===== src/hdl/sitc_consts.svh =====
`ifndef SITC_CONSTS_SVH
`define SITC_CONSTS_SVH
// ****************************************
// Command codes and mode encodings
// ****************************************
`define SITC_CMD_CM_CLEAR      8'h70
`define SITC_CMD_TS_INIT       8'h68
`define SITC_CMD_CM_WR_MASK    8'hF0
`define SITC_MODE_CM_RESET     2'b00
`define SITC_MODE_CM_INIT      2'b10
`define SITC_MODE_NORMAL       2'b11
`define SITC_CODE_UNASSIGNED   4'h0
`define SITC_CODE_PREPROC      4'h8
// ****************************************
// Timing
// ****************************************
`define SITC_CM_CLEAR_CYC      256
`define SITC_TS_INIT_CYC       1035
`define SITC_CM_ACC_CYC        4
`define SITC_CM_ACC_FAST_HALF  5
`define SITC_TIMER_STEP_US     250
`define SITC_REF_CLK_MHZ       40
`define SITC_TIMER_STEP_CYC    (`SITC_TIMER_STEP_US * `SITC_REF_CLK_MHZ)
`define SITC_RESET_MIN_TRUNK   4
// ****************************************
// Geometry
// ****************************************
`define SITC_CM_DEPTH          256
`define SITC_CM_AW             8
`define SITC_TS_DEPTH          128
`endif


===== src/hdl/sitc_pkg.sv =====
package sitc_pkg;
  typedef enum logic [4:0] {
    SITC_IDLE    = 5'b00001,
    SITC_CLEAR   = 5'b00010,
    SITC_TSINIT  = 5'b00100,
    SITC_SINGLE  = 5'b01000,
    SITC_DONE    = 5'b10000
  } sitc_mem_e;
  typedef logic [11:0] sitc_cm_word_t;
endpackage


===== src/hdl/sitc_mem.sv =====
`timescale 1ns/1ps
module sitc_mem #(
  parameter int DEPTH = 256,
  parameter int AW    = 8,
  parameter int DW    = 12
) (
  // Clock
  input  wire logic          ref_clk,
  // Write port
  input  wire logic          we,
  input  wire logic [AW-1:0] waddr,
  input  wire logic [DW-1:0] wdata,
  // Read port
  input  wire logic [AW-1:0] raddr,
  output logic      [DW-1:0] rdata
);
  // No reset: contents survive hardware reset by design
  logic [DW-1:0] mem [DEPTH];
  always_ff @(posedge ref_clk) begin
    if (we) begin
      mem[waddr] <= wdata;
    end
  end
  always_ff @(posedge ref_clk) begin
    rdata <= mem[raddr];
  end
endmodule // sitc_mem


===== src/hdl/sitc_ctrl.sv =====
`timescale 1ns/1ps
`include "sitc_consts.svh"
// How it works
// - Free-running timer, period 250us steps to 32ms
// - Timer tick feeds debounce and multiframe marker
// - Detect clock/power loss, request reinitialization
// - Reset held four trunk clocks resets registers
// - No clock or sync output during reset
// - Reset leaves memories; host must clear them
// - Command 70h in mode 00 clears memory
// - Busy flag high while memory command runs
// - Even downstream code 1000 sends data field
// - Even upstream code 1000 holds expected value
// - Odd pre-processed slot selects one of four
// - Mode 10 shortens access to 2.5 cycles
// - Command 68h loads tristate field, 1035 cycles
// - Tristate field picks drive or high impedance
// - Trunk standby keeps trunk drivers released
// - Mode 11 enables framing interrupt and sync
// - Interface standby release enables interface outputs
// - Output style selects open drain or tristate
// - Mode holds handshake, loop and bank bits
// - Configuration writes accepted in every mode
// - Inactive downstream bits: high-Z or one
module sitc_ctrl #(
  parameter int TIMER_STEP_CYC = `SITC_TIMER_STEP_CYC,
  parameter int CM_CLEAR_CYC   = `SITC_CM_CLEAR_CYC,
  parameter int TS_INIT_CYC    = `SITC_TS_INIT_CYC
) (
  // Clock and reset
  input  wire logic                 ref_clk,
  input  wire logic                 rstn,
  input  wire logic                 reset_pin,
  input  wire logic                 trunk_clock,
  // Host command port
  input  wire logic                 cmd_wr,
  input  wire logic [7:0]           memory_command_reg,
  input  wire logic [7:0]           memory_address_reg,
  input  wire logic [7:0]           memory_data_reg,
  input  wire logic [7:0]           timer_period,
  // Operation mode
  input  wire logic [1:0]           operation_mode_bits,
  input  wire logic                 trunk_standby_release,
  input  wire logic                 cfg_if_standby_release,
  input  wire logic                 output_style_bit,
  input  wire logic                 trunk_test_loop,
  input  wire logic                 monitor_handshake_select,
  input  wire logic                 register_bank_select,
  input  wire logic                 cfg_wr,
  input  wire logic [7:0]           cfg_data,
  // Supervision and trunk state
  input  wire logic                 supply_fail,
  input  wire logic                 trunk_frame_ok,
  input  wire logic                 trunk_irq_mask,
  input  wire logic [6:0]           trunk_slot,
  input  wire logic                 trunk_bit_in,
  input  wire logic                 cfg_slot_active,
  input  wire logic                 cfg_bit_in,
  input  wire logic                 dclk_gen,
  input  wire logic                 fsync_gen,
  input  wire logic                 dclk_is_output,
  // Status
  output logic                      memory_access_busy,
  output logic                      timer_irq,
  output logic                      debounce_tick,
  output logic                      multiframe_mark,
  output logic                      reinit_request,
  output logic                      trunk_framing_irq,
  output logic                      trunk_sync_status,
  output logic [4:0]                mode_flags,
  output logic [7:0]                cfg_reg,
  // Pins
  output logic                      data_clock_out,
  output logic                      data_clock_oe,
  output logic                      frame_sync_out,
  output logic                      frame_sync_oe,
  output logic                      trunk_data_out,
  output logic                      trunk_data_oe,
  output logic                      cfg_data_out,
  output logic                      cfg_data_oe,
  // Pre-processed slot view
  output sitc_pkg::sitc_cm_word_t   cm_rd_word
);
  import sitc_pkg::*;

  // ****************************************
  // Input synchronisers
  // ****************************************
  logic [1:0] rpin_s_q;
  logic [1:0] tclk_s_q;
  logic [1:0] fail_s_q;
  logic       tclk_prev_q;
  always_ff @(posedge ref_clk) begin
    rpin_s_q <= {rpin_s_q[0], reset_pin};
    tclk_s_q <= {tclk_s_q[0], trunk_clock};
    fail_s_q <= {fail_s_q[0], supply_fail};
    tclk_prev_q <= tclk_s_q[1];
  end
  wire trunk_rise = tclk_s_q[1] & ~tclk_prev_q;

  // Reset pin must stay low for four trunk clocks to count
  logic [2:0] rcnt_q;
  logic       pin_rst_q;
  always_ff @(posedge ref_clk) begin
    if (!rstn || rpin_s_q[1]) begin
      rcnt_q <= 3'h0;
    end else if (trunk_rise && rcnt_q != 3'(`SITC_RESET_MIN_TRUNK)) begin
      rcnt_q <= rcnt_q + 3'h1;
    end
  end
  always_ff @(posedge ref_clk) begin
    if (!rstn) begin
      pin_rst_q <= 1'b0;
    end else if (rpin_s_q[1]) begin
      pin_rst_q <= 1'b0;
    end else if (rcnt_q == 3'(`SITC_RESET_MIN_TRUNK)) begin
      pin_rst_q <= 1'b1;
    end
  end
  wire srst = !rstn || pin_rst_q;

  // ****************************************
  // Periodic timer
  // ****************************************
  logic [13:0] step_q;
  logic [7:0]  per_q;
  logic [3:0]  mf_q;
  always_ff @(posedge ref_clk) begin
    if (srst) begin
      step_q <= 14'h0;
      per_q <= 8'h00;
      timer_irq <= 1'b0;
      debounce_tick <= 1'b0;
    end else begin
      timer_irq <= 1'b0;
      debounce_tick <= 1'b0;
      if (step_q == 14'(TIMER_STEP_CYC - 1)) begin
        step_q <= 14'h0;
        // Period is (timer_period[6:0]+1) x 250us, 1..128 steps
        if (per_q == {1'b0, timer_period[6:0]}) begin
          per_q <= 8'h00;
          timer_irq <= 1'b1;
          debounce_tick <= 1'b1;
        end else begin
          per_q <= per_q + 8'h01;
        end
      end else begin
        step_q <= step_q + 14'h1;
      end
    end
  end
  always_ff @(posedge ref_clk) begin
    if (srst) begin
      mf_q <= 4'h0;
      multiframe_mark <= 1'b0;
    end else if (debounce_tick) begin
      mf_q <= mf_q + 4'h1;
      multiframe_mark <= 1'b1;
    end else if (fsync_gen) begin
      multiframe_mark <= 1'b0;
    end
  end

  // ****************************************
  // Supervision
  // ****************************************
  // Trunk clock silent for 16383 reference clock cycles means clock loss
  logic [13:0] idle_q;
  sitc_mem_e   state_q;
  always_ff @(posedge ref_clk) begin
    if (srst || trunk_rise) begin
      idle_q <= 14'h0;
    end else if (idle_q != 14'h3FFF) begin
      idle_q <= idle_q + 14'h1;
    end
  end
  always_ff @(posedge ref_clk) begin
    if (!rstn) begin
      reinit_request <= 1'b0;
    end else if (fail_s_q[1] || idle_q == 14'h3FFF) begin
      reinit_request <= 1'b1;
    end else if (state_q == SITC_CLEAR) begin
      reinit_request <= 1'b0;
    end
  end

  // ****************************************
  // Configuration and mode
  // ****************************************
  always_ff @(posedge ref_clk) begin
    if (srst) begin
      cfg_reg <= 8'h00;
    end else if (cfg_wr) begin
      cfg_reg <= cfg_data;
    end
  end
  always_ff @(posedge ref_clk) begin
    if (srst) begin
      mode_flags <= 5'h00;
    end else begin
      mode_flags <= {output_style_bit, cfg_if_standby_release, trunk_test_loop,
                     monitor_handshake_select, register_bank_select};
    end
  end

  // ****************************************
  // Memory command engine
  // ****************************************
  logic [10:0] cnt_q;
  logic [7:0]  addr_q;
  logic [7:0]  data_q;
  logic [3:0]  code_q;
  logic        cm_we;
  logic        ts_we;
  logic [7:0]  cm_wa;
  logic [6:0]  ts_wa;
  sitc_cm_word_t cm_wd;

  wire is_clear  = memory_command_reg == `SITC_CMD_CM_CLEAR;
  wire is_tsinit = memory_command_reg == `SITC_CMD_TS_INIT;
  wire fast      = operation_mode_bits == `SITC_MODE_CM_INIT;

  // Fast mode: alternate 2 and 3 cycles, averaging 2.5 per access
  function automatic logic [10:0] acc_len(input logic f, input logic odd);
    acc_len = f ? (odd ? 11'd2 : 11'd1) : 11'(`SITC_CM_ACC_CYC - 1);
  endfunction

  logic odd_q;
  always_ff @(posedge ref_clk) begin
    if (srst) begin
      state_q <= SITC_IDLE;
      cnt_q <= 11'h0;
      addr_q <= 8'h00;
      data_q <= 8'h00;
      code_q <= 4'h0;
      odd_q <= 1'b0;
    end else begin
      case (state_q)
        SITC_IDLE: begin
          // Writes while busy never reach this state: ignored
          if (cmd_wr) begin
            data_q <= memory_data_reg;
            addr_q <= memory_address_reg;
            code_q <= memory_command_reg[3:0];
            cnt_q <= 11'h0;
            if (is_clear && operation_mode_bits == `SITC_MODE_CM_RESET) begin
              state_q <= SITC_CLEAR;
            end else if (is_tsinit && operation_mode_bits == `SITC_MODE_NORMAL) begin
              state_q <= SITC_TSINIT;
            end else if ((memory_command_reg & `SITC_CMD_CM_WR_MASK) == `SITC_CMD_CM_CLEAR) begin
              cnt_q <= acc_len(fast, odd_q);
              odd_q <= ~odd_q;
              state_q <= SITC_SINGLE;
            end
          end
        end
        SITC_CLEAR: begin
          cnt_q <= cnt_q + 11'h1;
          if (cnt_q == 11'(CM_CLEAR_CYC - 1)) begin
            state_q <= SITC_DONE;
          end
        end
        SITC_TSINIT: begin
          cnt_q <= cnt_q + 11'h1;
          if (cnt_q == 11'(TS_INIT_CYC - 1)) begin
            state_q <= SITC_DONE;
          end
        end
        SITC_SINGLE: begin
          if (cnt_q == 11'h0) begin
            state_q <= SITC_DONE;
          end else begin
            cnt_q <= cnt_q - 11'h1;
          end
        end
        SITC_DONE: begin
          state_q <= SITC_IDLE;
        end
        default: begin
          state_q <= SITC_IDLE;
        end
      endcase
    end
  end

  always_comb begin
    cm_we = 1'b0;
    ts_we = 1'b0;
    cm_wa = addr_q;
    ts_wa = cnt_q[6:0];
    cm_wd = {code_q, data_q};
    case (state_q)
      SITC_CLEAR: begin
        cm_we = 1'b1;
        cm_wa = cnt_q[7:0];
        cm_wd = {`SITC_CODE_UNASSIGNED, data_q};
      end
      SITC_TSINIT: begin
        ts_we = cnt_q < 11'(`SITC_TS_DEPTH);
      end
      SITC_SINGLE: begin
        // Code 1000 on even slots keeps the data field
        cm_we = cnt_q == 11'h0;
      end
      default: begin
        cm_we = 1'b0;
      end
    endcase
  end

  always_ff @(posedge ref_clk) begin
    if (srst) begin
      memory_access_busy <= 1'b0;
    end else begin
      // Refused commands must not flash busy
      memory_access_busy <= (state_q == SITC_IDLE && cmd_wr &&
                             ((is_tsinit && operation_mode_bits == `SITC_MODE_NORMAL) ||
                              memory_command_reg[7:4] == 4'h7))
                            || (state_q != SITC_IDLE && state_q != SITC_DONE);
    end
  end

  sitc_mem #(.DEPTH(`SITC_CM_DEPTH), .AW(`SITC_CM_AW), .DW(12)) u_cm (
    .ref_clk (ref_clk),
    .we      (cm_we),
    .waddr   (cm_wa),
    .wdata   (cm_wd),
    .raddr   (memory_address_reg),
    .rdata   (cm_rd_word)
  );

  // Tristate field: one bit per trunk slot, untouched by reset
  logic [`SITC_TS_DEPTH-1:0] ts_field;
  always_ff @(posedge ref_clk) begin
    if (ts_we) begin
      ts_field[ts_wa] <= |data_q[3:0];
    end
  end

  // ****************************************
  // Trunk and interface status
  // ****************************************
  always_ff @(posedge ref_clk) begin
    if (srst) begin
      trunk_sync_status <= 1'b0;
      trunk_framing_irq <= 1'b0;
    end else if (operation_mode_bits == `SITC_MODE_NORMAL) begin
      trunk_sync_status <= trunk_frame_ok;
      trunk_framing_irq <= trunk_frame_ok & ~trunk_sync_status & ~trunk_irq_mask;
    end else begin
      trunk_sync_status <= 1'b0;
      trunk_framing_irq <= 1'b0;
    end
  end

  // ****************************************
  // Pin drivers
  // ****************************************
  always_ff @(posedge ref_clk) begin
    if (srst) begin
      trunk_data_out <= 1'b0;
      trunk_data_oe <= 1'b0;
    end else begin
      trunk_data_out <= trunk_bit_in;
      trunk_data_oe <= trunk_standby_release & ts_field[trunk_slot];
    end
  end
  always_ff @(posedge ref_clk) begin
    if (srst) begin
      cfg_data_out <= 1'b0;
      cfg_data_oe <= 1'b0;
    end else if (!cfg_if_standby_release) begin
      cfg_data_out <= 1'b0;
      cfg_data_oe <= 1'b0;
    end else if (!cfg_slot_active) begin
      // Open drain shows a one by letting go, never by driving high
      cfg_data_out <= output_style_bit;
      cfg_data_oe <= 1'b0;
    end else if (output_style_bit) begin
      cfg_data_out <= 1'b0;
      cfg_data_oe <= ~cfg_bit_in;
    end else begin
      cfg_data_out <= cfg_bit_in;
      cfg_data_oe <= 1'b1;
    end
  end
  always_ff @(posedge ref_clk) begin
    if (srst) begin
      data_clock_out <= 1'b0;
      frame_sync_out <= 1'b0;
      data_clock_oe <= 1'b0;
      frame_sync_oe <= 1'b0;
    end else begin
      data_clock_out <= dclk_gen;
      frame_sync_out <= fsync_gen;
      data_clock_oe <= cfg_if_standby_release & dclk_is_output;
      frame_sync_oe <= cfg_if_standby_release & dclk_is_output;
    end
  end
endmodule // sitc_ctrl


===== config.mk =====
export PLATFORM = sky130hd
export DESIGN_NAME = sitc_ctrl
export DESIGN_NICKNAME = d
export VERILOG_FILES = /design/src/hdl/sitc_pkg.sv /design/src/hdl/sitc_mem.sv /design/src/hdl/sitc_ctrl.sv
export VERILOG_INCLUDE_DIRS = /design/src /design/src/hdl
export SDC_FILE = /design/constraint.sdc
export NUM_CORES = 2
export LEC_CHECK = 0
export BUFFER_PORTS_ARGS = -buffer_cell sky130_fd_sc_hd__clkbuf_2
export CORE_MARGIN = 2
export CORE_UTILIZATION = 30
export CTS_BUF_LIST = sky130_fd_sc_hd__clkbuf_8
export DETAILED_ROUTE_END_ITERATION = 6
export PLACE_DENSITY = 0.55
export SYNTH_ARGS = -nofsm -noshare
export SYNTH_HDL_FRONTEND = slang
export SYNTH_HIERARCHICAL = 1
export SYNTH_SLANG_ARGS = --single-unit

===== constraint.sdc =====
create_clock -name ref_clk -period 6.74 [get_ports ref_clk]
set_clock_uncertainty 0.15 [all_clocks]
set_input_delay 1.348 -clock ref_clk [delete_from_list [all_inputs] [get_ports ref_clk]]
set_output_delay 1.348 -clock ref_clk [all_outputs]
set_load 0.02 [all_outputs]

==> metrics.txt <==
# TYPE chip_impl_metric gauge
chip_impl_metric{name="cts_max_level",unit=""} 6
chip_impl_metric{name="clock_period_minus_worst_slack",unit="ps"} 5260
chip_impl_metric{name="grt_max_degree",unit=""} 185
chip_impl_metric{name="fraction_of_registers_with_async_set_or_reset_after_synthesis",unit="%"} 0
chip_impl_metric{name="tightestPinTransition",unit="ps"} 1460
chip_impl_metric{name="fin_setup_tns",unit="ps"} 0
chip_impl_metric{name="initial_utilization",unit="%"} 30.0
chip_impl_metric{name="power_density",unit="mW/mm2"} 280
chip_impl_metric{name="die-area",unit="mm2"} 0.436
chip_impl_info{name="status",value="finished with violations"} 1
chip_impl_metric{name="antenna_violating_nets_post_route",unit=""} 0
chip_impl_metric{name="gp_congestion",unit=""} 0.840
chip_impl_metric{name="first_global_vias",unit=""} 67800
chip_impl_metric{name="io_buffers",unit=""} 108
chip_impl_metric{name="layout-drive-gt1-share",unit="%"} 25.3
chip_impl_metric{name="drc",unit=""} 16
chip_impl_metric{name="timing.reg2reg.worst_path_depth",unit=""} 7
chip_impl_metric{name="drtIter0Drc",unit=""} 7472
chip_impl_metric{name="yosysSeqAreaShare",unit="%"} 76.3
chip_impl_info{name="unrepaired_setup_endpoints_after_global_routing",value="no"} 1
chip_impl_metric{name="floorplan.io_pins",unit=""} 110
chip_impl_metric{name="num-nets-final",unit=""} 7175
chip_impl_metric{name="timing.final.hold_violations",unit=""} 0
chip_impl_metric{name="cts-buffers-inserted",unit=""} 537
chip_impl_info{name="dominantRegCellSynth",value="sky130_fd_sc_hd__edfxtp_1"} 1
chip_impl_metric{name="grt_overflow_total",unit=""} 0
chip_impl_metric{name="fp.dieH",unit="um"} 660
chip_impl_metric{name="max_stage_delay",unit="ps"} 1020
chip_impl_info{name="violations",value="DRC"} 1
chip_impl_metric{name="die_width",unit="um"} 660
chip_impl_metric{name="wl_per_cell",unit="um"} 26.3
chip_impl_metric{name="multi_input_comb_area",unit="mm2"} 0.0283
chip_impl_info{name="register_with_the_highest_flop_count",value="u_cm/mem"} 1
chip_impl_metric{name="p_leak",unit="nW"} 47.0
chip_impl_info{name="worstHoldPathType",value="input port to register"} 1
chip_impl_metric{name="yosys.area.top_type_share",unit="%"} 74.4
chip_impl_metric{name="max-vdd-ir-drop",unit="mV"} 0.218
chip_impl_metric{name="min_delay_path_depth",unit=""} 1
chip_impl_info{name="post_synth_main_area_contributors",value="sky130_fd_sc_hd__edfxtp_1, sky130_fd_sc_hd__mux4_2, sky130_fd_sc_hd__dfxtp_1, sky130_fd_sc_hd__mux2i_1, sky130_fd_sc_hd__nor2_1"} 1
chip_impl_metric{name="fillcell_total",unit=""} 40400
chip_impl_metric{name="numClockSinks",unit=""} 3322
chip_impl_metric{name="timing_max_transition_violations_final",unit=""} 0
chip_impl_metric{name="yosysUniqueCellTypes",unit=""} 85
chip_impl_metric{name="wirelength",unit="um"} 347000
chip_impl_metric{name="clkSlewWorstSetupHoldPaths",unit="ps"} 70
chip_impl_info{name="tritoncts",value="built"} 1
chip_impl_metric{name="largest_register_ffs",unit=""} 3072
chip_impl_metric{name="rows",unit=""} 241
chip_impl_metric{name="max_cap_violations",unit=""} 0
chip_impl_metric{name="setup_viol",unit=""} 0
chip_impl_metric{name="drt_first_pass_iters",unit=""} 7
chip_impl_info{name="library_cell_contributing_the_largest_single_delay_on_the_critical_path",value="sky130_fd_sc_hd__nor2_1"} 1
chip_impl_metric{name="cp_max_fo",unit=""} 15
chip_impl_info{name="layout.cells.most_common",value="sky130_fd_sc_hd__edfxtp_1"} 1
chip_impl_metric{name="dp.final_hpwl",unit="um"} 211000
chip_impl_metric{name="timing.critical_path.required",unit="ps"} 7350
chip_impl_metric{name="vias_per_cell",unit=""} 5.09
chip_impl_info{name="clk_root_buffer_cell",value="sky130_fd_sc_hd__clkbuf_8"} 1
chip_impl_metric{name="clk_latency",unit="ps"} 1140
chip_impl_metric{name="stdcell_count",unit=""} 13200
chip_impl_metric{name="number_of_cells_produced_by_synthesis",unit=""} 6473
chip_impl_info{name="biggestRegsByFlops",value="u_cm/mem x3072, ts_field x128"} 1
chip_impl_metric{name="mean_instance_size_in_the_synthesized_netlist",unit="um2"} 20.0
chip_impl_metric{name="timing.max_slew.rel_slack",unit="%"} 2.04
chip_impl_metric{name="cts-hold-fix-buffers",unit=""} 0
chip_impl_metric{name="r2r_slack",unit="ps"} 1480
chip_impl_info{name="netlist.top_cell.by_area",value="sky130_fd_sc_hd__edfxtp_1"} 1
chip_impl_metric{name="routed-via-count",unit=""} 67200
chip_impl_metric{name="mappedNetlistArea",unit="mm2"} 0.129
chip_impl_info{name="critPathLaunchType",value="register"} 1
chip_impl_metric{name="fin_hold_ws",unit="ps"} 161
chip_impl_metric{name="maxClockFrequency",unit="MHz"} 190
chip_impl_metric{name="synth-seq-cells",unit=""} 3322
chip_impl_metric{name="grt_use_total",unit="%"} 15.5
chip_impl_metric{name="sequential_cell_area",unit="mm2"} 0.0986
chip_impl_metric{name="numPlacedInstances",unit=""} 12300
chip_impl_metric{name="antenna_violations_before_repair",unit=""} 18
chip_impl_metric{name="worst_ep_arrival_time",unit="ps"} 5870
chip_impl_info{name="mostFrequentLayoutCells",value="sky130_fd_sc_hd__edfxtp_1, sky130_fd_sc_hd__mux4_2, sky130_fd_sc_hd__clkbuf_8, sky130_fd_sc_hd__nor2_1, sky130_fd_sc_hd__buf_4"} 1
chip_impl_info{name="crit_path_cell_trace",value="nor3_1, nand3b_1, mux2_2, nor2b_1, nand4_1, buf_4, nor2_1"} 1
chip_impl_info{name="critical_path.endpoint_type",value="register"} 1
chip_impl_metric{name="clockBufferDepth",unit=""} 4
chip_impl_metric{name="coreArea",unit="mm2"} 0.430
chip_impl_metric{name="global_route_wire_length_before_repair",unit="um"} 492000
chip_impl_metric{name="area_overhead_of_the_layout_relative_to_synthesis",unit="%"} 14.2
chip_impl_metric{name="postCtsSetupBuffers",unit=""} 0
chip_impl_metric{name="synth-edff-count",unit=""} 3200
chip_impl_metric{name="ctsResizeCount",unit=""} 0
chip_impl_metric{name="mappedNetlistNets",unit=""} 6558
chip_impl_metric{name="final_core_utilization",unit="%"} 34.3
chip_impl_metric{name="synth.yosys.warnings",unit=""} 6
chip_impl_metric{name="final_min_period_over_clock_period",unit="%"} 78.0
chip_impl_info{name="path_class",value="register to register"} 1
-- per-layer routing --
| metal | vias up | GRT usage [%] | share of wire, % |
|---|---|---|---|
| met5 | - | 0 | 0.014 |
| met3 | 546 | 2.89 | 7.7 |
| met1 | 35800 | 21.2 | 42 |
| li1 | 28100 | - | - |
| met2 | 2794 | 24.8 | 47 |
| met4 | 6 | 5.30 | 3.3 |
-- where the power goes --
group,switching [mW],total (mW),internal (mW)
Clock,7.99,16.2,8.17
Sequential,0.127,23.0,22.8
Combinational,1.53,2.23,0.692
-- Yosys cell counts (all sizes together), types with 18 or more instances --
cell	n
dfxtp	122
xor2	28
o22ai	91
nand3	63
nor2b	47
and2	18
a31oi	19
a21oi	156
a211oi	24
a22oi	227
mux2i	238
a221oi	23
nand4	26
nor3	52
o21ai	47
nor4	42
mux4	659
edfxtp	3200
nand2	135
clkbuf	187
nor2	508
mux2	62
buf	200
o221ai	55
a22o	24
-- final timing paths --
kind,start,to
max,state_q[0]$_SDFFE_PP1P_,u_cm/mem[55][0]$_DFFE_PP_
min,supply_fail,fail_s_q[0]$_DFF_P_
max reg2reg,state_q[0]$_SDFFE_PP1P_,u_cm/mem[55][0]$_DFFE_PP_
min reg2reg,tclk_s_q[0]$_DFF_P_,tclk_s_q[1]$_DFF_P_
-- cells by family after synthesis --
logic type | after synthesis | share of synthesized area, %
flops | 3322 | 76.3
simple gates | 984 | 3.52
mux | 959 | 13.9
compound gates | 743 | 3.99
buf+inv | 405 | 1.89
xor+xnor | 45 | 0.305
fa+ha+maj | 15 | 0.151
-- per-stage QoR --
stage | cell area [um2] | setup WS [ps] | total power, mW
5_1_grt | 148000 | 1270 | 42.7
2_1_floorplan | 129000 | 757 | 24.7
3_3_place_gp | 138000 | 1220 | 25.6
6_report | 148000 | 1480 | 41.4
4_1_cts | 148000 | 1540 | 41.8
3_5_place_dp | 138000 | 1240 | 25.6
-- critical path: cells and delay by family (launching register included) --
| family | cells | cell delay, ps |
|---|---|---|
| and+or+nand+nor | 5 | 3140 |
| DFF | 1 | 380 |
| buffers and inverters | 1 | 510 |
| muxes | 1 | 660 |
-- area by class of cell --
class                           count  share of cell area [%]
Sequential cell                  3322                    66.8
Multi-Input combinational cell   2746                    19.2
Clock buffer                      549                    5.12
Tap cell                         5710                    4.84
Timing Repair Buffer              465                    2.47
Clock inverter                    397                    1.53
Inverter                           18                  0.0458
Antenna cell                       11                  0.0187
Power figures use the tool's default switching activity.
